### src/hw/csb_pkg.sv
// What this block does
// - Command byte is write-only; action bits self-clear, actuator bits hold their value.
// - Zero-coding start bit restarts acquisition and clears reference-ready flag.
// - Probe command in the 24-bit layout shifts newer latch to older and captures counter 0.
// - Command bits 5 and 6 set actuator levels and hold them.
// - Status bytes latch events and clear on read; reference-ready, pin level and SSI excepted.
// - Bit 7 of each byte latches that counter's decode fault.
// - Bit 6 of each byte latches that counter's signed range wrap.
// - Bit 5 of each byte latches that counter reaching zero.
// - Supply loss sets bit 4 in all bytes; reading any byte clears it.
// - Reference-ready reads 0 until the second distinct index pulse loads reference.
// - Interval-ready sets on interval load; clears on byte, interval or channel 1 read.
// - Reference wrap bit sets when index distance leaves the 24-bit signed range.
// - Probe-ready sets on any probe load; clears on byte, probe register, channel 1 or channel 2 read.
// - Fault line flag latches while the error line is low.
// - Warning line flag latches while the warning line is low.
// - Simultaneous access from both links sets collision flag; losing side's command write is dropped.
// - Bridge write plus channel 0 read with bridge source is no collision.
// - Second byte bit 0 shows the live probe pin level.
// - Third byte bit 0 shows SSI mode from an open serial input, filtered.
// - 48-bit shift register holds counters or bridge data by channel 0 select.
// - Decode-ok flag is 0 on a counter 0 decode error and 1 when the value is correct.
// - A read clears a latched bit only when its cause is gone.
package csb_pkg;

	localparam logic [6:0] ADDR_SHIFT_OUT   = 7'h08;
	localparam logic [6:0] ADDR_INTERVAL    = 7'h0a;
	localparam logic [6:0] ADDR_PROBE_NEW   = 7'h0c;
	localparam logic [6:0] ADDR_PROBE_OLD   = 7'h0e;
	localparam logic [6:0] ADDR_BRIDGE_LO   = 7'h20;
	localparam logic [6:0] ADDR_BRIDGE_HI   = 7'h25;
	localparam logic [6:0] ADDR_COMMAND     = 7'h30;
	localparam logic [6:0] ADDR_STATUS0     = 7'h48;
	localparam logic [6:0] ADDR_STATUS1     = 7'h49;
	localparam logic [6:0] ADDR_STATUS2     = 7'h4a;

	// Command byte bit positions
	localparam int CMD_CLR0   = 0;
	localparam int CMD_ZC     = 3;
	localparam int CMD_PROBE  = 4;
	localparam int CMD_ACTUATOR_LEVEL_0   = 5;
	localparam int CMD_ACTUATOR_LEVEL_1   = 6;

	// Status bit positions
	localparam int ST_DECODE  = 7;
	localparam int ST_WRAP    = 6;
	localparam int ST_NULL    = 5;
	localparam int ST_SUPPLY  = 4;
	localparam int ST_REFRDY  = 3;
	localparam int ST_IVLRDY  = 2;
	localparam int ST_LINEERR = 3;
	localparam int ST_REFWRAP = 1;
	localparam int ST_LINEWRN = 2;
	localparam int ST_COLL    = 1;
	localparam int ST_PRBRDY  = 0;
	localparam int ST_PINLVL  = 0;
	localparam int ST_SSI     = 0;

	localparam logic [7:0] STATUS_RESET = 8'h00;
	localparam logic [1:0] LAYOUT_24    = 2'h0;
	// Synchroniser reset: probe, serial in low; error, warning lines high
	localparam logic [3:0] PIN_SYNC_IDLE = 4'h3;

	// SSI filter: 25 us maximum at 25 MHz clock (40 ns)
	localparam int SSI_FILT_NS     = 25000;
	localparam int CLK_NS          = 40;
	localparam int SSI_FILT_CYCLES = SSI_FILT_NS / CLK_NS;

	// Register access from one serial link
	typedef struct packed {
		logic       rd;
		logic       wr;
		logic [6:0] addr;
		logic [7:0] wdata;
	} csb_acc_s;

	// Event inputs per counter
	typedef struct packed {
		logic decode_fault;
		logic wrap;
		logic null_hit;
	} csb_cnt_evt_s;

	typedef enum logic [1:0] {
		ZC_IDLE  = 2'b00,
		ZC_FIRST = 2'b01,
		ZC_DONE  = 2'b11
	} csb_zc_e;

endpackage : csb_pkg

### src/hw/csb_bank.sv
`timescale 1ns/100ps
module csb_bank
	import csb_pkg::*;
(
	// Clock and reset
	input  wire logic         mclk,
	input  wire logic         nrst,
	// Register accesses from both serial links (spi has priority)
	input  wire csb_acc_s     spi_acc,
	input  wire csb_acc_s     biss_acc,
	input  wire logic         biss_ch0_rd,
	input  wire logic         biss_ch1_rd,
	input  wire logic         biss_ch2_rd,
	// Read data
	output logic [7:0]        spi_rdata,
	output logic [7:0]        biss_rdata,
	// Configuration and data from the counter core
	input  wire logic         chan0_source_select,
	input  wire logic [1:0]   counter_layout_select,
	input  wire logic [47:0]  counter_values,
	input  wire logic [47:0]  host_bridge_data,
	input  wire csb_cnt_evt_s cnt_evt [3],
	input  wire logic         index_pulse,
	input  wire logic         index_distinct,
	input  wire logic         ref_range_wrap,
	input  wire logic         interval_load,
	input  wire logic         supply_loss,
	// Pins
	input  wire logic         probe_trigger_pin,
	input  wire logic         serial_in_pin,
	input  wire logic         error_in,
	input  wire logic         warning_in,
	// Outputs
	output logic [47:0]       position_shift_register,
	output logic [23:0]       probe_latch_newer,
	output logic [23:0]       probe_latch_older,
	output logic [2:0]        counter_clear_cmd,
	output logic              zero_coding_start,
	output logic              actuator_level_0,
	output logic              actuator_level_1,
	output logic              decode_ok_flag,
	output logic              probe_stale_flag
);

	////////////////////////////////////////////////////////////////////////
	// Reset release and pin synchronisers

	logic       rst_s1_reg, rst_n;
	logic [3:0] pin_s1_reg, pin_s2_reg;

	always_ff @(posedge mclk or negedge nrst)
	begin
		if (!nrst)
		begin
			rst_s1_reg <= 1'b0;
			rst_n      <= 1'b0;
		end
		else
		begin
			rst_s1_reg <= 1'b1;
			rst_n      <= rst_s1_reg;
		end
	end

	// Order: probe pin, serial in, error line, warning line
	always_ff @(posedge mclk or negedge rst_n)
	begin
		if (!rst_n)
		begin
			// Idle levels, else a low line would latch a false event
			pin_s1_reg <= PIN_SYNC_IDLE;
			pin_s2_reg <= PIN_SYNC_IDLE;
		end
		else
		begin
			pin_s1_reg <= {probe_trigger_pin, serial_in_pin, error_in,
				warning_in};
			pin_s2_reg <= pin_s1_reg;
		end
	end

	wire probe_lvl = pin_s2_reg[3];
	wire sli_lvl   = pin_s2_reg[2];
	wire err_low   = !pin_s2_reg[1];
	wire wrn_low   = !pin_s2_reg[0];

	////////////////////////////////////////////////////////////////////////
	// Access arbitration

	function automatic logic is_bridge(input logic [6:0] a);
		is_bridge = (a >= ADDR_BRIDGE_LO) && (a <= ADDR_BRIDGE_HI);
	endfunction : is_bridge

	function automatic logic rd_at(input csb_acc_s acc,
		input logic [6:0] a);
		rd_at = acc.rd && (acc.addr == a);
	endfunction : rd_at

	wire spi_act  = spi_acc.rd || spi_acc.wr;
	wire biss_act = biss_acc.rd || biss_acc.wr;
	wire bridge_pair = chan0_source_select && spi_acc.wr
		&& is_bridge(spi_acc.addr) && biss_ch0_rd;
	wire collide  = spi_act && (biss_act || biss_ch0_rd)
		&& !bridge_pair;
	// The loser's command write is dropped; its reads still happen, clear status bits and give wrong data
	wire biss_ok  = biss_act && !(spi_act && biss_act);

	wire cmd_wr_spi  = spi_acc.wr && spi_acc.addr == ADDR_COMMAND;
	wire cmd_wr_biss = biss_ok && biss_acc.wr
		&& biss_acc.addr == ADDR_COMMAND;
	wire       cmd_wr = cmd_wr_spi || cmd_wr_biss;
	wire [7:0] cmd_d  = cmd_wr_spi ? spi_acc.wdata : biss_acc.wdata;

	// Status byte reads from either link
	logic [2:0] st_rd;
	always_comb
	begin
		st_rd[0] = rd_at(spi_acc, ADDR_STATUS0) || rd_at(biss_acc, ADDR_STATUS0);
		st_rd[1] = rd_at(spi_acc, ADDR_STATUS1) || rd_at(biss_acc, ADDR_STATUS1);
		st_rd[2] = rd_at(spi_acc, ADDR_STATUS2) || rd_at(biss_acc, ADDR_STATUS2);
	end
	wire ivl_rd = rd_at(spi_acc, ADDR_INTERVAL) || biss_ch1_rd;
	wire prb_rd = rd_at(spi_acc, ADDR_PROBE_NEW)
		|| rd_at(spi_acc, ADDR_PROBE_OLD) || biss_ch1_rd || biss_ch2_rd;

	////////////////////////////////////////////////////////////////////////
	// Command byte: strobes for one cycle, actuator levels held

	always_ff @(posedge mclk or negedge rst_n)
	begin
		if (!rst_n)
		begin
			counter_clear_cmd <= 3'h0;
			zero_coding_start <= 1'b0;
			actuator_level_0  <= 1'b0;
			actuator_level_1  <= 1'b0;
		end
		else
		begin
			counter_clear_cmd <= cmd_wr ? cmd_d[CMD_CLR0 +: 3] : 3'h0;
			zero_coding_start <= cmd_wr && cmd_d[CMD_ZC];
			if (cmd_wr)
			begin
				actuator_level_0 <= cmd_d[CMD_ACTUATOR_LEVEL_0];
				actuator_level_1 <= cmd_d[CMD_ACTUATOR_LEVEL_1];
			end
		end
	end

	////////////////////////////////////////////////////////////////////////
	// Probe latches: pin edge detect on synchronised level, or command

	logic probe_prev_reg;
	wire  probe_load = (cmd_wr && cmd_d[CMD_PROBE]
		&& counter_layout_select == LAYOUT_24)
		|| (probe_lvl != probe_prev_reg);

	always_ff @(posedge mclk or negedge rst_n)
	begin
		if (!rst_n)
		begin
			probe_prev_reg    <= 1'b0;
			probe_latch_newer <= 24'h0;
			probe_latch_older <= 24'h0;
		end
		else
		begin
			probe_prev_reg <= probe_lvl;
			if (probe_load)
			begin
				probe_latch_older <= probe_latch_newer;
				probe_latch_newer <= counter_values[23:0];
			end
		end
	end

	////////////////////////////////////////////////////////////////////////
	// Zero-coding sequence and reference-ready flag

	csb_zc_e zc_reg;
	always_ff @(posedge mclk or negedge rst_n)
	begin
		if (!rst_n)
			zc_reg <= ZC_IDLE;
		else if (zero_coding_start)
			zc_reg <= ZC_IDLE;
		else
			case (zc_reg)
				ZC_IDLE:  if (index_pulse) zc_reg <= ZC_FIRST;
				ZC_FIRST: if (index_pulse && index_distinct)
					zc_reg <= ZC_DONE;
				default:  zc_reg <= ZC_DONE;
			endcase
	end
	wire ref_ready = (zc_reg == ZC_DONE);

	////////////////////////////////////////////////////////////////////////
	// Latched status: set beats clear, clear only when cause is gone

	function automatic logic latch(input logic q, input logic ev,
		input logic clr);
		latch = ev || (q && !clr);
	endfunction : latch

	logic [2:0] dec_reg, wrap_reg, null_reg;
	logic       supply_reg, ivl_reg, refwrap_reg, prb_reg;
	logic       lerr_reg, lwrn_reg, coll_reg, ssi_reg;
	logic [9:0] ssi_cnt_reg;
	wire        st12_rd = st_rd[1] || st_rd[2];

	always_ff @(posedge mclk or negedge rst_n)
	begin
		if (!rst_n)
		begin
			dec_reg  <= 3'h0;
			wrap_reg <= 3'h0;
			null_reg <= 3'h0;
		end
		else
			for (int i = 0; i < 3; i++)
			begin
				dec_reg[i]  <= latch(dec_reg[i], cnt_evt[i].decode_fault,
					st_rd[i]);
				wrap_reg[i] <= latch(wrap_reg[i], cnt_evt[i].wrap,
					st_rd[i]);
				null_reg[i] <= latch(null_reg[i], cnt_evt[i].null_hit,
					st_rd[i]);
			end
	end

	always_ff @(posedge mclk or negedge rst_n)
	begin
		if (!rst_n)
		begin
			supply_reg  <= 1'b0;
			ivl_reg     <= 1'b0;
			refwrap_reg <= 1'b0;
			prb_reg     <= 1'b0;
			lerr_reg    <= 1'b0;
			lwrn_reg    <= 1'b0;
			coll_reg    <= 1'b0;
		end
		else
		begin
			supply_reg  <= latch(supply_reg, supply_loss, |st_rd);
			ivl_reg     <= latch(ivl_reg, interval_load,
				st_rd[0] || ivl_rd);
			refwrap_reg <= latch(refwrap_reg, ref_range_wrap,
				st_rd[0]);
			prb_reg     <= latch(prb_reg, probe_load,
				st_rd[0] || prb_rd);
			lerr_reg    <= latch(lerr_reg, err_low, st12_rd);
			lwrn_reg    <= latch(lwrn_reg, wrn_low, st12_rd);
			coll_reg    <= latch(coll_reg, collide, st12_rd);
		end
	end

	// SSI select: open pin reads high; filter stays inside 25 us
	always_ff @(posedge mclk or negedge rst_n)
	begin
		if (!rst_n)
		begin
			ssi_cnt_reg <= 10'h000;
			ssi_reg     <= 1'b0;
		end
		else if (sli_lvl == ssi_reg)
			ssi_cnt_reg <= 10'h000;
		else if (ssi_cnt_reg == 10'(SSI_FILT_CYCLES - 4))
		begin
			ssi_cnt_reg <= 10'h000;
			ssi_reg     <= sli_lvl;
		end
		else
			ssi_cnt_reg <= ssi_cnt_reg + 10'h001;
	end

	////////////////////////////////////////////////////////////////////////
	// Status byte images and read data

	logic [7:0] st_img [3];
	always_comb
	begin
		for (int i = 0; i < 3; i++)
		begin
			st_img[i]            = STATUS_RESET;
			st_img[i][ST_DECODE] = dec_reg[i];
			st_img[i][ST_WRAP]   = wrap_reg[i];
			st_img[i][ST_NULL]   = null_reg[i];
			st_img[i][ST_SUPPLY] = supply_reg;
		end
		st_img[0][ST_REFRDY]  = ref_ready;
		st_img[0][ST_IVLRDY]  = ivl_reg;
		st_img[0][ST_REFWRAP] = refwrap_reg;
		st_img[0][ST_PRBRDY]  = prb_reg;
		for (int i = 1; i < 3; i++)
		begin
			st_img[i][ST_LINEERR] = lerr_reg;
			st_img[i][ST_LINEWRN] = lwrn_reg;
			st_img[i][ST_COLL]    = coll_reg;
		end
		st_img[1][ST_PINLVL] = probe_lvl;
		st_img[2][ST_SSI]    = ssi_reg;
	end

	function automatic logic [7:0] rd_mux(input logic [6:0] a,
		input logic [7:0] s0, input logic [7:0] s1, input logic [7:0] s2);
		if (a == ADDR_STATUS0)
			rd_mux = s0;
		else if (a == ADDR_STATUS1)
			rd_mux = s1;
		else if (a == ADDR_STATUS2)
			rd_mux = s2;
		else
			rd_mux = 8'h00;
	endfunction : rd_mux

	always_ff @(posedge mclk or negedge rst_n)
	begin
		if (!rst_n)
		begin
			spi_rdata               <= 8'h00;
			biss_rdata              <= 8'h00;
			position_shift_register <= 48'h0;
			decode_ok_flag          <= 1'b0;
			probe_stale_flag        <= 1'b1;
		end
		else
		begin
			spi_rdata  <= rd_mux(spi_acc.addr, st_img[0], st_img[1], st_img[2]);
			// Wrong data on a lost collision, as the losing link expects
			biss_rdata <= collide ? 8'hff : rd_mux(biss_acc.addr,
				st_img[0], st_img[1], st_img[2]);
			position_shift_register <= chan0_source_select
				? host_bridge_data : counter_values;
			decode_ok_flag   <= !dec_reg[0];
			probe_stale_flag <= !prb_reg;
		end
	end

endmodule : csb_bank

### config.mk
export PLATFORM = sky130hd
export DESIGN_NAME = csb_bank
export DESIGN_NICKNAME = d
export VERILOG_FILES = /design/src/hw/csb_pkg.sv /design/src/hw/csb_bank.sv
export SDC_FILE = /design/constraint.sdc
export NUM_CORES = 1
export LEC_CHECK = 0
export BUFFER_PORTS_ARGS = -buffer_cell sky130_fd_sc_hd__buf_2
export CAP_MARGIN = 40
export CORE_MARGIN = 2
export CORE_UTILIZATION = 44
export CTS_BUF_LIST = sky130_fd_sc_hd__clkbuf_4 sky130_fd_sc_hd__clkbuf_8
export DETAILED_ROUTE_END_ITERATION = 7
export PLACE_DENSITY_LB_ADDON = 0.08
export SYNTH_ARGS = -nofsm -noshare
export SYNTH_HDL_FRONTEND = slang
export SYNTH_SLANG_ARGS = --single-unit
export TNS_END_PERCENT = 30
### constraint.sdc
create_clock -name mclk -period 4.86 [get_ports mclk]
set_clock_uncertainty 0.2 [all_clocks]
set_input_delay 0.972 -clock mclk [delete_from_list [all_inputs] [get_ports mclk]]
set_output_delay 0.972 -clock mclk [all_outputs]
set_load 0.01 [all_outputs]
==> results of run 1 <==
==> worst paths after layout <==
kind / start / end / slack (ps) / cells after the start
hold / removal: nrst / rst_s1_reg / 100 / 1
setup reg to reg: pin_s2_reg[3] / probe_latch_older[8] / 2530 / 5
hold reg to reg: rst_n / decode_ok_flag / 140 / 1
setup / recovery: biss_acc[8] / probe_latch_older[8] / 2050 / 6
max in group asynchronous: rst_n / pin_s1_reg[2] / 3480 / 2
min in group mclk: pin_s1_reg[3] / pin_s2_reg[3] / 160 / 0
==> stage by stage <==
stage | util | area (µm²) | std cells | power, W | hold WS (ps)
final | 0.5952 | 8325 | 929 | 0.003008 | 99.51
after global routing | 0.5952 | 8325 | 929 | 0.003161 | 55.05
after CTS | 0.5952 | 8325 | 929 | 0.003047 | 61.84
after detailed placement | 0.5651 | 7905 | 897 | 0.002060 | -2.761
after global placement | 0.5631 | 7878 | 896 | 0.002042 | 133.5
after floorplan | - | 6346 | 457 | 0.001807 | 131.1
==> critical path: stages <==
cell	delay (ps)
buf_2	300
nor4_1	80
and4_1	320
a41oi_4	240
buf_4	560
mux2_2	410
==> logic make-up (layout without fill, tap and decap cells) <==
group	after synthesis	in the layout	synth area share
muxes	105	105	0.1901
other	1	1	0.0005910
DFF	160	160	0.6320
AOI/OAI and AO/OA	62	62	0.06468
buffers and inverters	29	321	0.02110
xor gates and xnor gates	11	11	0.01518
and+or+nand+nor	87	87	0.07238
adders and majority gates	2	2	0.003943
==> what timing repair did <==
| action | in CTS | in global routing |
|---|---|---|
| endpoints found under the hold margin | 9 | 0 |
| resized for setup | 0 | 0 |
| hold buffers | 2 | 0 |
| endpoints found under the setup margin | 0 | 0 |
| setup buffers | 0 | 0 |
==> layer usage <==
layer,vias up,track usage
met1,2312,0.2494
met5,-,0
met2,154,0.3286
met3,25,0.07967
li1,2169,-
met4,0,0.08778
==> placed cells by master (no fill, tap or decap), drive strengths merged, types with 6 or more instances in the layout <==
cell type / netlist / final
o21ai: 21 / 21
clkbuf: 5 / 22
dfrtp: 155 / 155
buf: 13 / 278
mux2i: 8 / 8
xor2: 6 / 6
mux2: 97 / 97
nand2: 21 / 21
nor2: 27 / 27
a21o: 10 / 10
inv: 11 / 13
a21oi: 13 / 13
==> cell type report <==
type,count,area (µm²),share of cell area
clock buffer,22,296.5,0.03562
clock inverter,8,103.9,0.01247
inverter,11,41.29,0.004959
multi-input combinational,268,2201,0.2644
sequential,160,4014,0.4821
tap,180,225.2,0.02705
timing repair buffer,280,1444,0.1734
==> where the power goes <==
part	total, W	switching [W]	internal [W]
combinational	0.000505	0.000252	0.000253
sequential	0.00152	0.0000625	0.00146
clock	0.000980	0.000465	0.000514
==> results.json, run 1 <==
{
  "status": "completed",
  "synth_ff_type": "dfrtp_1",
  "report.final.slew_viol_count": 0,
  "via_per_inst": 5.016,
  "largest_register_ffs": 48,
  "finalCriticalPeriod_ps": 2808,
  "io_pins": 276,
  "crit_required_ps": 4980,
  "grt_start_max_net_pins": 66,
  "wl_per_cell_um": 16.72,
  "ctsRootBufferMaster": "clkbuf_8",
  "setup_ws_ps": 2052,
  "clock_path_buffers": 2,
  "ys_async_sr_fraction": 1.000,
  "fmax_ghz": 0.3561,
  "synth_edf_count": 0,
  "gp_congestion": 0.8578,
  "portBuffers": 273,
  "drive_gt1_frac": 0.5567,
  "final_nets": 896,
  "ys_ff_latch": 160,
  "peakVddDrop_mv": 0.2612,
  "reg_top3": "position_shift_register (48), probe_latch_newer (24), probe_latch_older (24)",
  "synth_top_area_cell": "dfrtp_1",
  "placement_rows": 43,
  "power_density_nw_per_um2": 361.3,
  "initial_core_util": 0.4536,
  "top_layer": "met4",
  "worst_ep_arrival_time_ps": 2930,
  "gr-total-overflow": 0,
  "wl_um": 15530,
  "area_delta_synth_final_pct": 31.22,
  "place_hpwl_um": 11720,
  "avgSynthCellArea_um2": 13.88,
  "met2WireLength_um": 8009,
  "die_w_um": 124.1,
  "setup_tns_ps": 0,
  "yosysSeqAreaShare": 0.6320,
  "h-tree-depth": 4,
  "drt_first_pass_iters": 4,
  "crit_type": "in -> reg",
  "tightestPinTransition_ps": 864.2,
  "grt_antenna_before_repair": 0,
  "first_global_vias": 4816,
  "p_leak_nw": 4.066,
  "netlist.area_leader.share": 0.6113,
  "syn-num-nets": 615,
  "dieArea_um2": 15400,
  "ys_warn_count": 0,
  "numCtsBuffers": 17,
  "syn_area_um2": 6345,
  "cts_tree": "yes",
  "routed-wl-met3_um": 1166,
  "fillers": 1178,
  "drt_iter0_markers": 197,
  "cp_max_fo": 49,
  "period_share": 0.5779,
  "place_ws_ps": 1611,
  "cap_violations": 0,
  "cts.sinks": 160,
  "rsz0062_at_grt": "no",
  "fp.coreArea_um2": 13990,
  "synth_cell_type_count": 47,
  "worstSetupStartpointType": "primary input",
  "synth.area.top_cells": "dfrtp_1 (61%), mux2_2 (16%), mux2_4 (2.1%)",
  "vias": 4660,
  "insertion_delay_ps": 440,
  "antenna_cells": 0,
  "remaining_drc_errors": 0,
  "setup_violations": 0,
  "die-height_um": 124.1,
  "timing_hold_violations_final": 0,
  "met1_length_um": 6043,
  "ant_nets": 0,
  "synthCells": 457,
  "grt_pass1_wl_um": 24010,
  "relSlewSlack": 0.4195,
  "hp-class": "in -> async",
  "netlist_top_cells_count": "dfrtp_1 (155), mux2_2 (88), nor2_1 (27)",
  "grtUsageTotal": 0.2059,
  "largest-register": "position_shift_register",
  "critPathCaptureType": "flop",
  "synth.most_common_cell": "dfrtp_1",
  "clkTransAtPathRegs_ps": 80
}
(Power assumes the default switching activity.)
==> inputs of run 2 (changes only) <==
--- a/config.mk
+++ b/config.mk
@@ -8,7 +8,7 @@
 export BUFFER_PORTS_ARGS = -buffer_cell sky130_fd_sc_hd__buf_2
 export CAP_MARGIN = 40
 export CORE_MARGIN = 2
-export CORE_UTILIZATION = 44
+export CORE_UTILIZATION = 49
 export CTS_BUF_LIST = sky130_fd_sc_hd__clkbuf_4 sky130_fd_sc_hd__clkbuf_8
 export DETAILED_ROUTE_END_ITERATION = 7
 export PLACE_DENSITY_LB_ADDON = 0.08
==> constraint.sdc (replaced) <==
create_clock -name mclk -period 2.9 [get_ports mclk]
set_clock_uncertainty 0.2 [all_clocks]
set_input_delay 0.58 -clock mclk [delete_from_list [all_inputs] [get_ports mclk]]
set_output_delay 0.58 -clock mclk [all_outputs]
set_load 0.01 [all_outputs]
==> results.json, run 2 (synthesis results as in run 1) <==
{
  "grtUsageTotal": 0.2292,
  "insertion_delay_ps": 450,
  "place_hpwl_um": 11480,
  "report.final.slew_viol_count": 0,
  "met3_usage": 0.09399,
  "cap_violations": 0,
  "die_w_um": 117.8,
  "remaining_drc_errors": 0,
  "final_nets": 902,
  "place_ws_ps": 402.2,
  "met1_usage": 0.2659,
  "ctsRootBufferMaster": "clkbuf_8",
  "tightestPinTransition_ps": 577.6,
  "period_share": 0.7194,
  "busiest_layer": "met2",
  "p_leak_nw": 4.113,
  "power_density_nw_per_um2": 607.9,
  "final_cell_mix": "buf_2 (273), dfrtp_1 (154), mux2_2 (88), nor2_1 (27), nand2_1 (21)",
  "vias": 4651,
  "peakVddDrop_mv": 0.4359,
  "sequentialPowerShare": 0.502,
  "crit_path_cell_trace": "xor2_1 > a41o_1 > a41oi_4 > buf_12 > mux2_2",
  "fmax_ghz": 0.4793,
  "ant_nets": 0,
  "wl_um": 15150,
  "worstHoldPathCells": 2,
  "dieArea_um2": 13870,
  "h-tree-depth": 4,
  "p_sw_frac": 0.2558,
  "timing_hold_violations_final": 0,
  "reg_top3": "position_shift_register (48), probe_latch_newer (24), probe_latch_older (24)",
  "area_delta_synth_final_pct": 32.46,
  "initial_core_util": 0.5028,
  "final_common_cell": "buf_2",
  "grt_antenna_before_repair": 1,
  "worst_ep_arrival_time_ps": 2220,
  "clock_path_buffers": 2,
  "first_global_vias": 4971,
  "cpMaxStageDelayCell": "dfrtp_1",
  "finalCriticalPeriod_ps": 2086,
  "grt_start_max_net_pins": 59,
  "status": "completed",
  "setup_violations": 0,
  "largest-register": "position_shift_register",
  "setup_tns_ps": 0,
  "largest_register_ffs": 48,
  "p_clk_frac": 0.333,
  "drive_gt1_frac": 0.5575,
  "cts_tree": "yes",
  "drt_iter0_markers": 236,
  "setup_ws_ps": 813.8,
  "relSlewSlack": 0.6149,
  "power_switching_w": 0.001307,
  "grt_use_met2": 0.3830,
  "p_int_w": 0.003802,
  "rsz0062_at_grt": "no",
  "via_per_inst": 5.006,
  "cts.sinks": 160,
  "numCtsBuffers": 17,
  "gr-total-overflow": 0,
  "max_stage_delay_ps": 430,
  "finalPower_w": 0.005109,
  "worstSetupStartpointType": "flop",
  "io_pins": 276,
  "drt_first_pass_iters": 4,
  "wl_per_cell_um": 16.31,
  "die-height_um": 117.8,
  "clkTransAtPathRegs_ps": 80,
  "grt_pass1_wl_um": 24670,
  "ff2ff_path_depth": 5,
  "hp-class": "in -> reg",
  "critPathCaptureType": "flop",
  "placement_rows": 41,
  "power_frac_comb": 0.165,
  "fp.coreArea_um2": 12620,
  "whs_ps": 115.0,
  "gp_congestion": 0.9514,
  "antenna_cells": 0,
  "crit_required_ps": 3030,
  "portBuffers": 273,
  "cp_max_fo": 49,
  "crit_type": "reg -> reg"
}
[run 2: changes by cell type in the layout (fill, tap and decap cells not counted), moves of 2 or more]
| cell | previous run | this run |
|---|---|---|
| inv_6 | 2 | 0 |
| clkinv_2 | 2 | 4 |
| clkbuf_4 | 1 | 3 |
| clkbuf_8 | 21 | 19 |
| dlygate4sd3_1 | 2 | 5 |
| buf_12 | 0 | 3 |
[run 2: power groups by stage]
stage                     Sequential, W  Combinational, W  Clock, W
after global placement          0.00259          0.000831         0
final                           0.00256          0.000844   0.00170
after detailed placement        0.00261          0.000852         0
after global routing            0.00259          0.000918   0.00185
after floorplan                 0.00272          0.000307         0
after CTS                       0.00257          0.000859   0.00175
[run 2: worst max-delay path: cells and delay by family (launching register included)]
family,cells,cell delay (ps)
AO/OA/AOI/OAI,2,440
flip-flops,1,430
multiplexers,1,380
buffers and inverters,1,290
XOR/XNOR,1,190
[run 2: area by class of cell]
class	instances	area, µm²
tap	172	215.2
clock inverter	10	135.1
sequential	160	4014
multi-input combinational	268	2201
fill	1018	4215
clock buffer	22	284.0
timing repair buffer	286	1514
inverter	11	41.29
[run 2: metrics by stage]
| step | utilization | cells | cell area [µm²] |
|---|---|---|---|
| 2_1_floorplan | - | 457 | 6346 |
| 3_3_place_gp | 0.6288 | 892 | 7935 |
| 3_5_place_dp | 0.6288 | 892 | 7935 |
| 4_1_cts | 0.6660 | 929 | 8404 |
| 5_1_grt | 0.6660 | 929 | 8404 |
| 6_report | 0.6660 | 929 | 8404 |
[run 2: routing by layer]
metal  share of wire  vias to the layer above
met5         0.00086                        -
met2            0.51                      170
met3           0.080                       24
met1            0.39                     2275
li1                -                     2180
met4           0.020                        2
[run 2: what timing repair did]
action	4_1_cts	5_1_grt
hold buffers	5	0
buffers inserted	0	0
gates resized for setup	0	0
hold endpoints to repair	6	0
[run 2: final timing paths]
check	start	endpoint	slack, ps
worst max register to register	pin_s2_reg[3]	probe_latch_newer[6]	810
worst min-delay path	cnt_evt[0]	null_reg[2]	110
worst max-delay path	pin_s2_reg[3]	probe_latch_newer[6]	810
min in group asynchronous	rst_n	position_shift_register[29]	130
worst min register to register	rst_n	position_shift_register[29]	130
max in group asynchronous	rst_n	probe_latch_newer[1]	1560
==> inputs of run 3 (changes only) <==
--- a/config.mk
+++ b/config.mk
@@ -8,7 +8,7 @@
 export BUFFER_PORTS_ARGS = -buffer_cell sky130_fd_sc_hd__buf_2
 export CAP_MARGIN = 40
 export CORE_MARGIN = 2
-export CORE_UTILIZATION = 49
+export CORE_UTILIZATION = 44
 export CTS_BUF_LIST = sky130_fd_sc_hd__clkbuf_4 sky130_fd_sc_hd__clkbuf_8
 export DETAILED_ROUTE_END_ITERATION = 7
 export PLACE_DENSITY_LB_ADDON = 0.08
==> constraint.sdc (replaced) <==
create_clock -name mclk -period 1.9 [get_ports mclk]
set_clock_uncertainty 0.2 [all_clocks]
set_input_delay 0.38 -clock mclk [delete_from_list [all_inputs] [get_ports mclk]]
set_output_delay 0.38 -clock mclk [all_outputs]
set_load 0.01 [all_outputs]
==> results.json, run 3 (synthesis results as in run 1) <==
{
  "ant_nets": 0,
  "drive_gt1_frac": 0.4915,
  "die_w_um": 124.1,
  "remaining_drc_errors": 0,
  "largest_register_ffs": 48,
  "largest-register": "position_shift_register",
  "grt_antenna_before_repair": 0,
  "finalCriticalPeriod_ps": 1972,
  "worst_ep_arrival_time_ps": 2100,
  "whs_ps": 44.04,
  "status": "complete, but fails checks",
  "drt_first_pass_iters": 4,
  "fmax_ghz": 0.5071,
  "worstSetupStartpointType": "flop",
  "grt_start_max_net_pins": 50,
  "critPathCaptureType": "flop",
  "power_density_nw_per_um2": 800.1,
  "final_cell_mix": "buf_2 (273), dfrtp_1 (154), dlygate4sd3_1 (148), mux2_2 (88), buf_4 (32)",
  "via_per_inst": 4.891,
  "timing_hold_violations_final": 0,
  "peakVddDrop_mv": 0.7567,
  "grtUsageTotal": 0.2449,
  "report.final.slew_viol_count": 0,
  "grt_pass1_wl_um": 28500,
  "dieArea_um2": 15400,
  "finalPower_w": 0.008209,
  "initial_core_util": 0.4536,
  "final_common_cell": "buf_2",
  "ctsRootBufferMaster": "clkbuf_8",
  "place_hpwl_um": 12430,
  "wl_um": 19280,
  "setup_ws_ps": -72.16,
  "fillers": 967,
  "place_ws_ps": -349.9,
  "gp_congestion": 0.8441,
  "antenna_cells": 0,
  "first_global_vias": 5792,
  "wl_per_cell_um": 17.25,
  "final_nets": 1083,
  "vias": 5468,
  "portBuffers": 273,
  "finalCoreUtilization": 0.7335,
  "clkTransAtPathRegs_ps": 90,
  "p_leak_nw": 4.944,
  "area_delta_synth_final_pct": 61.70,
  "placement_rows": 43,
  "cap_violations": 0,
  "relSlewSlack": 0.6275,
  "cp_max_fo": 7,
  "cts.sinks": 160,
  "period_share": 1.038,
  "fp.coreArea_um2": 13990,
  "tightestPinTransition_ps": 558.8,
  "gr-total-overflow": 0,
  "setup_violations": 48,
  "die-height_um": 124.1,
  "hp-class": "in -> reg",
  "failed_checks": "negative setup slack",
  "h-tree-depth": 4,
  "reg_top3": "position_shift_register (48), probe_latch_newer (24), probe_latch_older (24)",
  "io_pins": 276,
  "crit_type": "reg -> reg",
  "insertion_delay_ps": 440,
  "crit_required_ps": 2030,
  "clock_path_buffers": 2,
  "numCtsBuffers": 17,
  "cts_tree": "yes",
  "drt_iter0_markers": 223,
  "rsz0062_at_grt": "yes"
}
[run 3: path summary, 6_finish.rpt]
| check | startpoint | to | slack, ps | cells past startpoint |
|---|---|---|---|---|
| max | probe_prev_reg | probe_latch_older[23] | -70 | 6 |
| min reg2reg | rst_n | ssi_cnt_reg[6] | 110 | 0 |
| min in group asynchronous | nrst | rst_s1_reg | 50 | 2 |
| min | biss_acc[6] | actuator_level_1 | 40 | 3 |
| max reg2reg | probe_prev_reg | probe_latch_older[23] | -70 | 6 |
| max in group asynchronous | rst_n | probe_stale_flag | 740 | 1 |
[run 3: metal layers]
| layer | GRT usage | up-vias | part of all wire | wire [µm] |
|---|---|---|---|---|
| met5 | 0 | - | 0 | 0 |
| met4 | 0.08146 | 0 | 0.020 | 385 |
| met3 | 0.07967 | 34 | 0.060 | 1159 |
| met2 | 0.4273 | 191 | 0.53 | 10200 |
| met1 | 0.2843 | 2699 | 0.39 | 7536 |
| li1 | - | 2544 | - | - |
[run 3: what timing repair did]
| action | 4_1_cts | 5_1_grt |
|---|---|---|
| hold buffers | 148 | 0 |
| pin swaps | 0 | 1 |
| gates cloned | 0 | 6 |
| setup buffers | 0 | 1 |
| gates resized for setup | 0 | 3 |
| endpoints found under the hold margin | 99 | 0 |
| setup endpoints to repair | 48 | 50 |
[run 3: per-stage QoR]
step	instances	cell area, µm²	TNS [ps]
after global routing	1118	10260	-5486
after global placement	931	8228	-18490
after detailed placement	931	8228	-20180
after floorplan	457	6349	-7380
final	1118	10260	-2402
after CTS	1111	10120	-6080
[run 3: worst max-delay path, cell delays in order (launching register included)]
cell,delay (ps)
dfrtp_1,380
xor2_1,170
a41o_1,240
a41oi_4,200
buf_12,180
clkbuf_16,160
mux2_2,330
[run 3: area by class of cell]
class                   instances  area [µm²]  share of cell area
multi-input cells             268        2202              0.2146
well taps                     180       225.2             0.02195
repair buffers                467        3366              0.3281
clock inverters                11       128.9             0.01256
clock buffers                  21       282.8             0.02756
inverters                      11       41.29            0.004024
flip-flops and latches        160        4014              0.3912
[run 3: where the power goes]
group	switching, W	internal, W	total [W]
combinational	0.000742	0.000976	0.00172
sequential	0.000185	0.00374	0.00392
clock	0.00127	0.00130	0.00257
